$ cat config.mk
export PLATFORM = sky130hd
export DESIGN_NAME = power_mode_control
export DESIGN_NICKNAME = d
export VERILOG_FILES = /design/src/verilog/power_mode_pkg.sv /design/src/verilog/power_mode_control.sv /design/src/verilog/cdc_sync2.sv /design/src/verilog/wake_delay_counter.sv
export SDC_FILE = /design/constraint.sdc
export NUM_CORES = 1
export LEC_CHECK = 0
export ABC_AREA = 0
export BUFFER_PORTS_ARGS = -buffer_cell sky130_fd_sc_hd__buf_4
export CORE_ASPECT_RATIO = 1.5
export CORE_MARGIN = 2
export CORE_UTILIZATION = 60
export CTS_CLUSTER_SIZE = 40
export DETAILED_ROUTE_END_ITERATION = 7
export PLACE_DENSITY = 0.86
export SLEW_MARGIN = 10
export SYNTH_ARGS = -nofsm -noshare
export SYNTH_HDL_FRONTEND = slang
export SYNTH_SLANG_ARGS = --single-unit
$ cat constraint.sdc
create_clock -name clk_sys -period 3 [get_ports clk_sys]
set_input_delay 0.75 -clock clk_sys [delete_from_list [all_inputs] [get_ports clk_sys]]
set_output_delay 0.75 -clock clk_sys [all_outputs]
set_load 0.05 [all_outputs]
$ cat src/verilog/power_mode_pkg.sv
// power mode controller constants, states and operation summary
// Operation
// [RULE1] a power-down bit write is the last executed instruction before power-down
// [RULE2] power-down stops oscillator and all clocks, keeping cpu state and memories
// [RULE3] enabled external wake clears power-down, restarts oscillator, restores all clocks
// [RULE4] interrupt-line wake holds execution until the interrupt line is released
// [RULE5] keyboard wake holds execution for 1024 clocks of the restarted oscillator; the code holds it for KEY_WAKE_CLOCKS + 2, so 1026
// [RULE6] interrupt wake runs the service routine, then the instruction after power-down
// [RULE7] software makes the wake interrupt level-sensitive, top priority, held long enough
// [RULE8] external interrupt exit leaves special registers and internal ram unchanged
// [RULE9] reset pin high clears power-down, restarts oscillator, then core reset to 0000h
// [RULE10] brief execution after reset-pin wake blocks internal ram, allows port access
// [RULE11] software avoids port or external ram writes right after the power-down write
// [RULE12] reset exit reinitialises special registers but keeps internal ram contents
// [RULE13] pin states: reset drives high, idle and power-down hold, ale and strobe differ
// [RULE14] configuration bit 7 doubles serial baud rate in serial modes 1, 2, 3
// [RULE15] configuration bit 6 selects mode bit or framing-error flag at serial top bit
// [RULE16] power-off flag set on supply rise, software may set it or clear it
// [RULE17] bits 3 and 2 are plain software flags with no hardware effect
// [RULE18] interrupt or reset clears power-down and idle bits; power-down wins over idle
// [RULE19] configuration register resets to 00X1 0000b, undefined bit 5 reads as zero
// [RULE20] software never writes one to reserved bit 5 nor relies on its value
// [RULE21] idle stops cpu clock, peripherals keep running, all state preserved
// [RULE22] wake inputs are sensed from pins and synchronised before any logic uses them
package power_mode_pkg;
    localparam logic [7:0] POWER_CONFIG_REG_OFFSET = 8'h87;
    localparam int BIT_BAUD_DOUBLE = 7;
    localparam int BIT_FLAG_SELECT = 6;
    localparam int BIT_RESERVED = 5;
    localparam int BIT_POWER_OFF = 4;
    localparam int BIT_USER_ONE = 3;
    localparam int BIT_USER_ZERO = 2;
    localparam int BIT_POWERDOWN = 1;
    localparam int BIT_IDLE = 0;
    localparam logic [7:0] POWER_CONFIG_REG_RESET = 8'h10;
    localparam logic [7:0] POWER_CONFIG_REG_WRITE_MASK = 8'hdf;
    localparam logic [7:0] POWER_CONFIG_REG_PIN_RESET_KEEP = 8'h10;
    localparam int KEY_WAKE_CLOCKS = 1024;
    localparam int TAKEOVER_CYCLES = 4;
    typedef enum logic [6:0] {
        ST_RUN      = 7'h01,
        ST_IDLE     = 7'h02,
        ST_PDOWN    = 7'h04,
        ST_WAKE_INT = 7'h08,
        ST_WAKE_KEY = 7'h10,
        ST_RST_RUN  = 7'h20,
        ST_RESET    = 7'h40
    } mode_state_t;
endpackage

$ cat src/verilog/power_mode_control.sv
// power mode controller: configuration register, mode sequencing, clock and pin control
`timescale 1ns/1ps
module power_mode_control #(
    parameter int KEY_LINES = 4,
    parameter int KEY_WAKE_CLOCKS = power_mode_pkg::KEY_WAKE_CLOCKS,
    parameter int TAKEOVER_CYCLES = power_mode_pkg::TAKEOVER_CYCLES
) (
    // clock and reset
    input wire logic clk_sys,
    input wire logic arst_n,
    input wire logic ce,
    // special register port
    input wire logic [7:0] sfr_addr,
    input wire logic sfr_wr,
    input wire logic [7:0] sfr_wdata,
    input wire logic sfr_rd,
    output logic [7:0] sfr_rdata,
    // core and interrupt controller
    input wire logic irq_pending,
    input wire logic [1:0] ext_irq_enable,
    input wire logic key_wake_enable,
    input wire logic internal_code,
    input wire logic supply_rise,
    // serial port
    input wire logic [1:0] serial_mode,
    input wire logic serial_mode_top_bit,
    input wire logic framing_error_flag,
    output logic baud_double_en,
    output logic serial_flag_select,
    output logic serial_top_read,
    // wake and reset pins
    input wire logic ext_irq_line_0_n,
    input wire logic ext_irq_line_1_n,
    input wire logic [KEY_LINES-1:0] keyboard_wake_input,
    input wire logic rst_pin,
    // clock control
    output logic osc_enable,
    output logic cpu_clk_en,
    output logic periph_clk_en,
    output logic exec_hold,
    output logic core_reset,
    output logic iram_block,
    output logic wake_irq,
    // pin control
    input wire logic ale_core,
    input wire logic program_strobe_core_n,
    input wire logic port0_drive_core,
    output logic ale_pin,
    output logic program_strobe_n,
    output logic port0_oe,
    output logic port_force_high
);
    localparam int TW = $clog2(TAKEOVER_CYCLES + 1);
    localparam int SW = KEY_LINES + 3;

    typedef struct packed {
        power_mode_pkg::mode_state_t state;
        logic [7:0] power_config_reg;
        logic [TW-1:0] takeover;
        logic key_start;
        logic osc_enable;
        logic cpu_clk_en;
        logic periph_clk_en;
        logic exec_hold;
        logic core_reset;
        logic iram_block;
        logic wake_irq;
        logic [7:0] sfr_rdata;
        logic baud_double_en;
        logic serial_flag_select;
        logic serial_top_read;
        logic ale_pin;
        logic program_strobe_n;
        logic port0_oe;
        logic port_force_high;
    } ctl_state_t;

    localparam ctl_state_t CTL_RESET = '{
        state: power_mode_pkg::ST_RUN,
        power_config_reg: power_mode_pkg::POWER_CONFIG_REG_RESET,
        takeover: '0,
        key_start: 1'b0,
        osc_enable: 1'b1,
        cpu_clk_en: 1'b1,
        periph_clk_en: 1'b1,
        exec_hold: 1'b0,
        core_reset: 1'b0,
        iram_block: 1'b0,
        wake_irq: 1'b0,
        sfr_rdata: 8'h00,
        baud_double_en: 1'b0,
        serial_flag_select: 1'b0,
        serial_top_read: 1'b0,
        ale_pin: 1'b0,
        program_strobe_n: 1'b1,
        port0_oe: 1'b0,
        port_force_high: 1'b0
    };

    ctl_state_t st_r;
    ctl_state_t n;
    logic [SW-1:0] pins_s;
    logic ext0_s;
    logic ext1_s;
    logic [KEY_LINES-1:0] keys_s;
    logic rst_s;
    logic key_done;
    logic int_wake;
    logic key_wake;
    logic power_config_reg_wr;

    if (KEY_LINES < 1 || KEY_LINES > 8) begin : g_bad_keys
        $error("keyboard line count must be 1 to 8");
    end
    if (TAKEOVER_CYCLES < 1) begin : g_bad_takeover
        $error("takeover cycles must be at least one");
    end

    function automatic logic sfr_hit(input logic [7:0] addr);
        sfr_hit = (addr == power_mode_pkg::POWER_CONFIG_REG_OFFSET);
    endfunction

    // pins into the clock domain
    cdc_sync2 #(
        .WIDTH(SW)
    ) u_pin_sync (
        .clk_sys(clk_sys),
        .arst_n(arst_n),
        .ce(ce),
        .async_in({rst_pin, keyboard_wake_input, ext_irq_line_1_n, ext_irq_line_0_n}), // [RULE22]
        .sync_out(pins_s)
    );

    assign ext0_s = pins_s[0];
    assign ext1_s = pins_s[1];
    assign keys_s = pins_s[KEY_LINES+1:2];
    assign rst_s = pins_s[SW-1];

    // keyboard wake delay
    wake_delay_counter #(
        .COUNT(KEY_WAKE_CLOCKS)
    ) u_key_delay (
        .clk_sys(clk_sys),
        .arst_n(arst_n),
        .ce(ce),
        .start(st_r.key_start),
        .done(key_done)
    );

    // level wake: an enabled interrupt line held low, or, with keyboard wake enabled, any keyboard line held high
    assign int_wake = (!ext0_s && ext_irq_enable[0]) || (!ext1_s && ext_irq_enable[1]); // [RULE7]
    assign key_wake = key_wake_enable && (|keys_s);
    assign power_config_reg_wr = sfr_wr && sfr_hit(sfr_addr);

    always_comb begin
        n = st_r;
        n.wake_irq = 1'b0;
        n.key_start = 1'b0;
        case (st_r.state)
            power_mode_pkg::ST_RUN: begin
                if (irq_pending) begin
                    n.power_config_reg[power_mode_pkg::BIT_POWERDOWN] = 1'b0; // [RULE18]
                    n.power_config_reg[power_mode_pkg::BIT_IDLE] = 1'b0; // [RULE18]
                end
                if (power_config_reg_wr) begin
                    n.power_config_reg = sfr_wdata & power_mode_pkg::POWER_CONFIG_REG_WRITE_MASK; // [RULE17] [RULE20]
                    if (supply_rise) begin
                        n.power_config_reg[power_mode_pkg::BIT_POWER_OFF] = 1'b1; // [RULE16]
                    end
                    if (sfr_wdata[power_mode_pkg::BIT_POWERDOWN]) begin
                        n.state = power_mode_pkg::ST_PDOWN; // [RULE1] [RULE18]
                    end else if (sfr_wdata[power_mode_pkg::BIT_IDLE]) begin
                        n.state = power_mode_pkg::ST_IDLE; // [RULE21]
                    end
                end
            end
            power_mode_pkg::ST_IDLE: begin
                if (irq_pending) begin
                    n.power_config_reg[power_mode_pkg::BIT_IDLE] = 1'b0; // [RULE18]
                    n.power_config_reg[power_mode_pkg::BIT_POWERDOWN] = 1'b0;
                    n.state = power_mode_pkg::ST_RUN;
                    n.wake_irq = 1'b1; // [RULE6]
                end
            end
            power_mode_pkg::ST_PDOWN: begin
                if (int_wake) begin
                    n.power_config_reg[power_mode_pkg::BIT_POWERDOWN] = 1'b0; // [RULE3] [RULE8]
                    n.power_config_reg[power_mode_pkg::BIT_IDLE] = 1'b0;
                    n.state = power_mode_pkg::ST_WAKE_INT;
                end else if (key_wake) begin
                    n.power_config_reg[power_mode_pkg::BIT_POWERDOWN] = 1'b0; // [RULE3]
                    n.power_config_reg[power_mode_pkg::BIT_IDLE] = 1'b0;
                    n.state = power_mode_pkg::ST_WAKE_KEY;
                    n.key_start = 1'b1; // [RULE5]
                end
            end
            power_mode_pkg::ST_WAKE_INT: begin
                if (!int_wake) begin
                    n.state = power_mode_pkg::ST_RUN; // [RULE4]
                    n.wake_irq = 1'b1; // [RULE6]
                end
            end
            power_mode_pkg::ST_WAKE_KEY: begin
                if (!st_r.key_start && key_done) begin
                    n.state = power_mode_pkg::ST_RUN; // [RULE5]
                    n.wake_irq = 1'b1; // [RULE6]
                end
            end
            power_mode_pkg::ST_RST_RUN: begin
                if (st_r.takeover == TW'(TAKEOVER_CYCLES - 1)) begin
                    n.state = power_mode_pkg::ST_RESET; // [RULE9]
                end else begin
                    n.takeover = st_r.takeover + 1'b1;
                end
            end
            power_mode_pkg::ST_RESET: begin
                n.power_config_reg = st_r.power_config_reg & power_mode_pkg::POWER_CONFIG_REG_PIN_RESET_KEEP; // [RULE12]
                if (!rst_s) begin
                    n.state = power_mode_pkg::ST_RUN;
                end
            end
            default: begin
                n.state = power_mode_pkg::ST_RUN;
            end
        endcase
        // reset pin overrides every state except ST_RST_RUN, which runs on to ST_RESET
        if (rst_s) begin
            n.power_config_reg[power_mode_pkg::BIT_POWERDOWN] = 1'b0; // [RULE9] [RULE18]
            n.power_config_reg[power_mode_pkg::BIT_IDLE] = 1'b0; // [RULE18]
            n.wake_irq = 1'b0;
            if (st_r.state == power_mode_pkg::ST_PDOWN || st_r.state == power_mode_pkg::ST_IDLE) begin
                n.state = power_mode_pkg::ST_RST_RUN; // [RULE9] [RULE10]
                n.takeover = '0;
            end else if (st_r.state != power_mode_pkg::ST_RST_RUN) begin
                n.state = power_mode_pkg::ST_RESET;
            end
        end
        if (supply_rise) begin
            n.power_config_reg[power_mode_pkg::BIT_POWER_OFF] = 1'b1; // [RULE16]
        end
        // clock control follows the next state
        n.osc_enable = (n.state != power_mode_pkg::ST_PDOWN); // [RULE2] [RULE3] [RULE9]
        n.periph_clk_en = (n.state != power_mode_pkg::ST_PDOWN); // [RULE2] [RULE21]
        n.cpu_clk_en = (n.state != power_mode_pkg::ST_PDOWN)
            && (n.state != power_mode_pkg::ST_IDLE); // [RULE1] [RULE21]
        n.exec_hold = (n.state == power_mode_pkg::ST_WAKE_INT)
            || (n.state == power_mode_pkg::ST_WAKE_KEY); // [RULE4] [RULE5]
        n.core_reset = (n.state == power_mode_pkg::ST_RESET); // [RULE9] [RULE12]
        n.iram_block = (n.state == power_mode_pkg::ST_RST_RUN); // [RULE10]
        // pin states per mode
        case (n.state)
            power_mode_pkg::ST_RESET: begin
                n.port0_oe = 1'b0; // [RULE13]
                n.port_force_high = 1'b1;
                n.ale_pin = 1'b1;
                n.program_strobe_n = 1'b1;
            end
            power_mode_pkg::ST_IDLE: begin
                n.port0_oe = internal_code; // [RULE13]
                n.port_force_high = 1'b0;
                n.ale_pin = 1'b1;
                n.program_strobe_n = 1'b1;
            end
            power_mode_pkg::ST_PDOWN: begin
                n.port0_oe = internal_code; // [RULE13]
                n.port_force_high = 1'b0;
                n.ale_pin = 1'b0;
                n.program_strobe_n = 1'b0;
            end
            default: begin
                n.port0_oe = port0_drive_core;
                n.port_force_high = 1'b0;
                n.ale_pin = ale_core;
                n.program_strobe_n = program_strobe_core_n;
            end
        endcase
        // serial port controls
        n.baud_double_en = n.power_config_reg[power_mode_pkg::BIT_BAUD_DOUBLE]
            && (serial_mode != 2'h0); // [RULE14]
        n.serial_flag_select = n.power_config_reg[power_mode_pkg::BIT_FLAG_SELECT]; // [RULE15]
        n.serial_top_read = n.power_config_reg[power_mode_pkg::BIT_FLAG_SELECT]
            ? framing_error_flag : serial_mode_top_bit; // [RULE15]
        // register read
        n.sfr_rdata = (sfr_rd && sfr_hit(sfr_addr)) ? st_r.power_config_reg : 8'h00; // [RULE19]
    end

    always_ff @(posedge clk_sys or negedge arst_n) begin
        if (!arst_n) begin
            st_r <= CTL_RESET; // [RULE19]
        end else if (ce) begin
            st_r <= n;
        end
    end

    assign sfr_rdata = st_r.sfr_rdata;
    assign baud_double_en = st_r.baud_double_en;
    assign serial_flag_select = st_r.serial_flag_select;
    assign serial_top_read = st_r.serial_top_read;
    assign osc_enable = st_r.osc_enable;
    assign cpu_clk_en = st_r.cpu_clk_en;
    assign periph_clk_en = st_r.periph_clk_en;
    assign exec_hold = st_r.exec_hold;
    assign core_reset = st_r.core_reset;
    assign iram_block = st_r.iram_block;
    assign wake_irq = st_r.wake_irq;
    assign ale_pin = st_r.ale_pin;
    assign program_strobe_n = st_r.program_strobe_n;
    assign port0_oe = st_r.port0_oe;
    assign port_force_high = st_r.port_force_high;
endmodule

$ cat src/verilog/cdc_sync2.sv
// two flip-flop synchroniser for asynchronous pin levels
`timescale 1ns/1ps
module cdc_sync2 #(
    parameter int WIDTH = 1
) (
    // clock and reset
    input wire logic clk_sys,
    input wire logic arst_n,
    input wire logic ce,
    // levels
    input wire logic [WIDTH-1:0] async_in,
    output logic [WIDTH-1:0] sync_out
);
    typedef struct packed {
        logic [WIDTH-1:0] meta;
        logic [WIDTH-1:0] stable;
    } sync_state_t;
    sync_state_t st_r;
    sync_state_t st_nxt;
    if (WIDTH < 1) begin : g_bad_width
        $error("synchroniser width must be at least one");
    end
    always_comb begin
        st_nxt.meta = async_in;
        st_nxt.stable = st_r.meta;
    end
    always_ff @(posedge clk_sys or negedge arst_n) begin
        if (!arst_n) begin
            st_r <= '0;
        end else if (ce) begin
            st_r <= st_nxt;
        end
    end
    assign sync_out = st_r.stable;
endmodule

$ cat src/verilog/wake_delay_counter.sv
// counter that flags done a fixed number of clocks after a start pulse
`timescale 1ns/1ps
module wake_delay_counter #(
    parameter int COUNT = 1024
) (
    // clock and reset
    input wire logic clk_sys,
    input wire logic arst_n,
    input wire logic ce,
    // control
    input wire logic start,
    output logic done
);
    localparam int CW = $clog2(COUNT + 1);
    typedef struct packed {
        logic running;
        logic [CW-1:0] count;
        logic done;
    } cnt_state_t;
    cnt_state_t st_r;
    cnt_state_t st_nxt;
    if (COUNT < 2) begin : g_bad_count
        $error("count must be at least two");
    end
    always_comb begin
        st_nxt = st_r;
        if (start) begin
            st_nxt.running = 1'b1;
            st_nxt.count = '0;
            st_nxt.done = 1'b0;
        end else if (st_r.running) begin
            if (st_r.count == CW'(COUNT - 1)) begin // [RULE5]
                st_nxt.running = 1'b0;
                st_nxt.done = 1'b1;
            end else begin
                st_nxt.count = st_r.count + 1'b1;
            end
        end
    end
    always_ff @(posedge clk_sys or negedge arst_n) begin
        if (!arst_n) begin
            st_r <= '0;
        end else if (ce) begin
            st_r <= st_nxt;
        end
    end
    assign done = st_r.done;
endmodule

Word level (Yosys, flattened, before mapping)
Cells that the tools add are included.

operators by class
  add/subtract/negate cells = 2
  equality and inequality tests = 23
  muxes and demuxes = 41
  reductions and logical operators = 27

operator list
  operator                                          count
  2-to-1 mux 7 bit                                  12
  case mux 7 bit (7 select lines)                   1
  2-to-1 mux 13 bit                                 2
  2-to-1 mux 15 bit                                 1
  == test 7 x 2 -> 1 bit (second input constant)    2
  == test 7 x 3 -> 1 bit (second input constant)    2
  == test 7 x 4 -> 1 bit (second input constant)    2
  == test 7 x 5 -> 1 bit (second input constant)    2
  == test 7 x 6 -> 1 bit (second input constant)    2
  == test 7 bit (second input constant)             2
  2-to-1 mux 1 bit                                  12
  case mux 4 bit (3 select lines)                   1
  case mux 6 bit (2 select lines)                   1
  AND reduction 3 bit                               4
  nonzero test 2 bit                                6
  adder 11 x 1 -> 11 bit (second input constant)    1
  == test 11 x 10 -> 1 bit (second input constant)  1
  2-to-1 mux 11 bit                                 1
  2-to-1 mux 3 bit                                  3
  == test 8 bit (second input constant)             1
  logical AND 1 bit                                 8
  2-to-1 mux 8 bit                                  1
  case mux 2 bit (4 select lines)                   1
  == test 7 x 1 -> 1 bit (second input constant)    1
  15 further kinds                                  23

word-level totals
  bits in registers = 67
  input port bits = 41
  output and inout port bits = 22
  word-level logic and storage cells = 119

Depth between registers and ports, before layout
Gate-level depths: netlist of the first run.

  word-level depth = 10
  depth in mapped cells = 7
  mapped depth without buffers = 6

Cells and area by module
Synthesis of the first run repeated with hierarchy kept, for this count alone.

unflattened totals
  cell total of the unflattened synthesis = 393
  area total of the unflattened synthesis = 3,704.8 µm²

modules (own cells, without submodules)
  module              instances  cells each  area an instance (µm²)  sequential area each (µm²)
  power_mode_control  1          277         2,381.0                 932.1
  wake_delay_counter  1          87          804.5                   325.3
  cdc_sync2           1          29          519.2                   350.3

Worst setup path after synthesis of the first run
Ideal clock, no wire load.

  path type = in2reg
  start point = in sfr_addr[5]
  end point = reg st_r (netlist bit serial_top_read)
  library setup time = 124 ps
  arrival time = 1,895 ps
  data required time = 2,876 ps
  path slack = 981 ps
  cell stages on the path = 6
  buffers on the path = 1
  cells stage by stage = nor4b_2 -> and4_1 -> buf_2 -> nand2_1 -> and3_1 -> o31a_1

between the ends
  longest elaborated chain between the ends = 5

RTL lines
  what                             line                       source
  start: declaration               power_mode_control.sv:13   input wire logic [7:0] sfr_addr,
  == test 8 bit                    power_mode_control.sv:120  sfr_hit = (addr == power_mode_pkg::POWER_CONFIG_REG_OFFSET);
  logical AND 1 bit                power_mode_control.sv:153  assign power_config_reg_wr = sfr_wr && sfr_hit(sfr_addr);
  2-to-1 mux 15 bit                power_mode_control.sv:165  if (power_config_reg_wr) begin
  case mux 6 bit (2 select lines)  power_mode_control.sv:159  case (st_r.state)
  2-to-1 mux 1 bit                 power_mode_control.sv:282  ? framing_error_flag : serial_mode_top_bit;
  end signal: assignment           power_mode_control.sv:291  st_r <= n;
  end: declaration                 power_mode_control.sv:100  ctl_state_t st_r;

No other way between the ends. The select of a mux whose other input is x is not followed.
A chain may end at the register's enable or synchronous reset.

Worst setup path after layout of the first run
  start point = reg u_key_delay.st_r[1] in the netlist's numbering
  end point = reg u_key_delay.st_r[9] in the netlist's numbering

between the ends
  longest elaborated chain between the ends = 4
  elaborated cells between the ends (all ways) = 7
  those cells by class = 1 x add/sub; 2 x eq/ne; 3 x mux; 1 x reduce/logical

RTL lines
  what                      line                      source
  start: declaration        wake_delay_counter.sv:20  cnt_state_t st_r;
  start signal: assignment  wake_delay_counter.sv:44  st_r <= st_nxt;
  adder 11 x 1 -> 11 bit    wake_delay_counter.sv:36  st_nxt.count = st_r.count + 1'b1;
  2-to-1 mux 11 bit         wake_delay_counter.sv:32  if (st_r.count == CW'(COUNT - 1)) begin
  2-to-1 mux 13 bit         wake_delay_counter.sv:31  end else if (st_r.running) begin
  2-to-1 mux 13 bit         wake_delay_counter.sv:27  if (start) begin

Parallel ways exist; a longest one is shown, timed or not. The select of a mux whose other input is x is not followed.

==> results of run 1 <==
-- layout make-up --
cell class              count  area [um2]
inverters                   9        33.8
well taps                  70        87.6
multi-input cells         222        1580
clock buffers              13         159
repair buffers             65         488
flip-flops and latches     64        1610
clock inverters             3        17.5
fillers                   429        1480
-- final timing paths --
kind / end / cells past startpoint
max: u_key_delay.st_r[9] / 7
min: st_r[30] / 2
max reg2reg: u_key_delay.st_r[9] / 7
min reg2reg: st_r[30] / 2
max in group asynchronous: serial_top_read / 1
min in group asynchronous: u_key_delay.st_r[1] / 1
-- sequential cells by signal, indices dropped and copies added (netlist names) --
signal / count
core_reset: 1
iram_block: 1
u_pin_sync.sync_out: 7
program_strobe_n: 1
ale_pin: 1
st_r: 18
u_key_delay.done: 1
sfr_rdata: 8
wake_irq: 1
u_key_delay.st_r: 12
baud_double_en: 1
port0_oe: 1
u_pin_sync.st_nxt: 7
cpu_clk_en: 1
periph_clk_en: 1
exec_hold: 1
serial_top_read: 1
-- metrics by stage --
step	setup slack, ns	power, uW
floorplan	0.981	1290
global placement	0.598	1410
detailed placement	0.575	1420
CTS	0.584	2080
global route	0.345	2170
finish	0.608	2060
-- cell usage after synthesis (all sizes together), types with 3 or more instances --
cell    instances
a32o            4
nand3          16
nor4            8
a211oi          8
mux2           16
nor2           24
nor2b           7
o21a            5
dfrtp          59
nor3            6
or2             3
nand2          22
xor2            4
a21oi           7
nand4           6
inv             9
xnor2           9
a22o            9
clkbuf         11
and2            3
nor4b           6
a21boi          3
o21ai          15
dfstp           5
buf            19
and4            5
-- critical path: cells and delay by family, from the launching register on --
kind,cells,cell delay (ns)
adders and majority gates,1,0.21
DFF,1,0.41
buffers and inverters,1,0.29
and+or+nand+nor,2,0.21
AOI/OAI and AO/OA,2,0.97
xor gates and xnor gates,1,0.17
-- logic make-up (layout without fill, tap and decap cells) --
logic type | after synthesis | after routing
AND/OR/NAND/NOR | 119 | 119
AO/OA/AOI/OAI | 72 | 72
flip-flops | 64 | 64
buffers and inverters | 39 | 90
multiplexers | 16 | 16
XOR/XNOR | 13 | 13
adder cells (fa/ha/maj) | 2 | 2
-- per-layer routing --
| metal | wire [um] | vias up | part of all wire | global-route usage |
|---|---|---|---|---|
| met5 | 0 | - | 0 | 0 |
| met4 | 220 | 0 | 0.030 | 0.151 |
| met3 | 301 | 19 | 0.041 | 0.0386 |
| met2 | 3810 | 78 | 0.52 | 0.429 |
| met1 | 2950 | 1297 | 0.41 | 0.293 |
| li1 | - | 1271 | - | - |
-- power groups by stage --
stage / Sequential (uW) / Combinational (uW) / Clock (uW)
finish: 1010 / 401 / 657
detailed placement: 1020 / 400 / 0
global route: 1020 / 443 / 709
floorplan: 1020 / 272 / 0
CTS: 1010 / 402 / 667
global placement: 1020 / 392 / 0
==> impl_metrics.csv, run 1 <==
group,metric,value,unit
outcome,status,"completed",
clocking,clk_pin_slew_worst_paths,0.07,ns
cells_and_area,layout_common_cells,"buf_4, dfrtp_1, nor2_1",
pwr,power_frac_comb,0.194,
clocking,clk_path_buf_depth,2,
clocking,post-cts-setup-buffers,0,
run,cap_violations,0,
critical_path,cp_max_fo,7,
sta,fmax,0.418,GHz
sta,slew_violations,0,
critical_path,slowest_delay,0.87,ns
yosys,yosys.area_share.adder,0.00737,
clocking,clock-sinks,64,
cells_and_area,drive_gt1_frac,0.309,
yosys,yosysTopAreaCellShare,0.435,
drt,wire_per_inst,16.3,um
sta,hold_slack,0.473,ns
global_route,grt_max_degree,65,
global_route,grt_pass1_vias,2669,
yosys,syn_inst,325,
critical_path,end_kind,"register",
yosys,synth_area_leader_cell,"dfrtp_1",
sta,worstMarginPinSlew,1.03,ns
pwr,swShare,0.297,
pwr,p_int,1450,uW
floorplanning,die_w,65.4,um
yosys,synth.net_count,368,
drt,dr.pass1.iters,4,
yosys,synth_area,3400,um2
sta,setup_viol,0,
drt,wl,7.28,mm
yosys,ys_ff_latch,64,
floorplanning,num_rows,33,
yosys,synth_top_family_by_area,"simple AND/OR/NAND/NOR gates",
drt,ant_nets,0,
clocking,htreeDepth,3,
global_route,grt_overflow_total,0,
clocking,worstSkewPairLatency,0.35,ns
pwr,ir_worst_vdd,0.377,mV
drt,via_per_inst,5.98,
floorplanning,boundaryPins,63,
sta,finalSetupTns,0,ns
yosys,synth_compound_area_frac,0.158,
sta,fin_worst_skew,0.0139,ns
sta,period_share,0.797,
yosys,yosysWarnings,0,
critical_path,timing.rr.start,"u_key_delay.st_r[1]",
cells_and_area,final_util,0.728,
cells_and_area,finalNetCount,414,
yosys,async_flop_share,1.00,
sta,fin_crit,2.39,ns
min_path,worstHoldStart,"st_r[30]",
floorplanning,start_util,0.623,
pwr,clkPwrFrac,0.318,
critical_path,worstPathRequired,3.21,ns
floorplanning,dieArea,6290,um2
critical_path,cp.arrival,2.60,ns
global_route,grt.total_usage,0.250,
drt,drc,0,
critical_path,start_kind,"register",
critical_path,r2r_slack,0.61,ns
critical_path,worst_path_max_delay_cell,"o41ai_1",
critical_path,crit_chain,"ha_1 -> nand4_1 -> o41ai_1 -> buf_4 -> a211oi_1 -> xnor2_1 -> nor2_1",
floorplanning,die_height,96.1,um
critical_path,startpoint,"u_key_delay.st_r[1]",
cells_and_area,design_area,3970,um2
sta,hold_viol,0,
pwr,power.density,520,nW/um2
yosys,synth_mux_area_frac,0.0531,
pwr,p_sw,614,uW
yosys,synth_edf_count,0,
sta,timing.slew.headroom,0.303,
place,place_inst,430,
place,hpwl,5.22,mm
clocking,cts_made_buffers,9,
yosys,synth_cell_types,64,
global_route,antenna_found_initial,0,
floorplanning,core_region_area,5450,um2
yosys,yosys.area_share.simple,0.211,
drt,num_vias,2665,
cells_and_area,num_antenna_cells,0,
sta,rsz0062_at_grt,"false",
global_route,grt_pass1_wl,12.0,mm
yosys,yosysSeqAreaShare,0.473,
yosys,synthTopCellsByArea,"dfrtp_1, mux2_2, dfstp_2",
drt,drt_first_iter_violations,212,
critical_path,path_class,"reg -> reg",
yosys,avgSynthCellArea,10.4,um2
clocking,hold_buffers,0,
clocking,postCtsResizedCells,0,
cells_and_area,final_cell_count_no_fill,446,
place,place.gp.congestion,0.938,
cells_and_area,syn2layout_area_growth,16.9,%
clocking,tritoncts,"done",
pwr,power_frac_seq,0.488,
min_path,min_path_type,"reg -> reg",
cells_and_area,final_common_cell,"buf_4",
place,dpl-instance-area,3790,um2
yosys,synthXorXnorAreaFrac,0.0335,
pwr,p_leak,0.00176,uW
place,port_buffers,61,
yosys,ys.flop_type,"dfrtp_1",
clocking,root_buffer,"clkbuf_8",
Power figures use the tool's default switching activity.
==> run 2: changes to the inputs <==
CORE_UTILIZATION = 56   (was 60)
PLACE_DENSITY = 0.81   (was 0.86)
clock period = 2.3 ns   (was 3 ns; I/O delays follow)
==> run 2 against run 1 <==
Effect of this change: die area up 6.8%; maximum frequency increased by 15%; largest cell class unchanged; global-route usage rose by 1.1 points; non-clock buffer count is 10 higher; clock power up 84%; highest routed layer unchanged; design area grew 4.3%.
==> impl_metrics.csv, run 2 (synthesized netlist as in run 1, its figures left out) <==
group,metric,value,unit
sta,worstMarginPinSlew,0.810,ns
global_route,grt_max_degree,65,
drt,dr.pass1.iters,5,
sta,finalSetupTns,0,ns
place,place.gp.congestion,0.974,
drt,via_per_inst,6.04,
sta,fmax,0.481,GHz
critical_path,r2r_slack,0.22,ns
floorplanning,core_region_area,5830,um2
clocking,cts_made_buffers,9,
clocking,clock-sinks,64,
drt,ant_nets,0,
pwr,clkPwrFrac,0.393,
pwr,power_frac_comb,0.180,
sta,timing.slew.headroom,0.460,
clocking,clk_path_buf_depth,2,
drt,wl,7.89,mm
pwr,power.density,741,nW/um2
clocking,clk_pin_slew_worst_paths,0.07,ns
floorplanning,die_height,99.4,um
drt,wire_per_inst,17.2,um
critical_path,rr_worst_depth,6,
critical_path,cp.arrival,2.35,ns
min_path,min_path_type,"in -> async",
global_route,antenna_found_initial,0,
sta,fin_crit,2.08,ns
critical_path,r2r_end,"port0_oe",
critical_path,timing.rr.start,"st_r[38]",
global_route,grt_pass1_vias,2874,
cells_and_area,finalNetCount,424,
clocking,htreeDepth,3,
cells_and_area,final_common_cell,"buf_4",
sta,hold_viol,0,
global_route,grt_pass1_wl,13.2,mm
drt,drt_first_iter_violations,226,
place,hpwl,5.81,mm
drt,num_vias,2766,
cells_and_area,largest_reg_flops,18,
cells_and_area,fillers,417,
place,port_buffers,61,
pwr,ir_worst_vdd,0.608,mV
sta,slew_violations,0,
cells_and_area,design_area,4140,um2
pwr,p_sw,834,uW
clocking,tritoncts,"done",
pwr,swShare,0.272,
floorplanning,num_rows,34,
cells_and_area,regMostFlops,"st_r",
clocking,worstSkewPairLatency,0.34,ns
sta,period_share,0.904,
floorplanning,boundaryPins,63,
cells_and_area,layout_common_cells,"buf_4, dfrtp_1, nor2_1",
cells_and_area,num_antenna_cells,0,
sta,fin_worst_skew,0.0111,ns
pwr,p_int,2230,uW
clocking,root_buffer,"clkbuf_8",
global_route,grt_overflow_total,0,
pwr,power,3070,uW
pwr,power_frac_seq,0.427,
floorplanning,start_util,0.583,
critical_path,worstPathRequired,2.57,ns
pwr,p_leak,0.00186,uW
cells_and_area,syn2layout_area_growth,21.8,%
floorplanning,dieArea,6720,um2
sta,setup_viol,0,
critical_path,end_kind,"register",
global_route,grt.total_usage,0.261,
critical_path,cp_max_fo,9,
cells_and_area,drive_gt1_frac,0.337,
outcome,status,"completed",
sta,rsz0062_at_grt,"false",
cells_and_area,final_cell_count_no_fill,458,
place,place_inst,442,
critical_path,start_kind,"register",
drt,drc,0,
run,cap_violations,0,
critical_path,path_class,"reg -> reg",
floorplanning,die_w,67.6,um
place,dpl-instance-area,3870,um2
## run 2: worst max-delay path: stages, from the launching register on
cell,delay [ns]
dfrtp_1,0.50
buf_4,0.22
nor4_4,0.39
nand2_1,0.20
a2111o_1,0.47
o221ai_1,0.08
o21bai_1,0.13
## run 2: per-stage QoR
| step | setup slack, ns | hold WS [ns] | utilization |
|---|---|---|---|
| 5_1_grt | 0.0513 | 0.388 | 0.710 |
| 3_5_place_dp | 0.177 | 0.456 | 0.664 |
| 4_1_cts | 0.112 | 0.339 | 0.708 |
| 6_report | 0.221 | 0.323 | 0.710 |
| 2_1_floorplan | 0.456 | 0.279 | - |
| 3_3_place_gp | 0.220 | 0.452 | 0.664 |
## run 2: worst max path at each step
stage / slack [ns] / cells after the start / endpoint / start
floorplan: 0.46 / 6 / serial_top_read / sfr_addr[5]
global placement: 0.22 / 7 / port0_oe / sfr_wr
detailed placement: 0.18 / 7 / port0_oe / sfr_wr
CTS: 0.11 / 5 / periph_clk_en / u_pin_sync.sync_out[3]
global route: 0.05 / 6 / st_r[26] / st_r[35]
finish: 0.22 / 6 / port0_oe / st_r[38]
## run 2: per-layer routing
layer,vias up,share of wire,wire (um),global-route usage
li1,1304,-,-,-
met1,1347,0.39,3070,0.298
met2,86,0.53,4160,0.438
met3,29,0.037,294,0.0339
met4,0,0.047,369,0.182
met5,-,0,0,0
## run 2: cell type report
class,instances,area [um2],share of cell area
Sequential cell,64,1610,0.389
Multi-Input combinational cell,222,1590,0.384
Timing Repair Buffer,75,563,0.136
Clock buffer,11,151,0.0366
Clock inverter,5,103,0.0248
Tap cell,72,90.1,0.0218
Inverter,9,33.8,0.00816
## run 2: power groups by stage
stage | Combinational [uW] | Clock, uW | Sequential [uW]
global route | 607 | 1270 | 1320
global placement | 534 | 0 | 1320
detailed placement | 551 | 0 | 1320
CTS | 552 | 1220 | 1300
finish | 551 | 1210 | 1310
floorplan | 355 | 0 | 1330
## run 2: what timing repair did
item / 4_1_cts / 5_1_grt
hold buffers: 0 / 0
resized for setup: 0 / 2
setup endpoints to repair: 0 / 5
setup buffers: 0 / 0
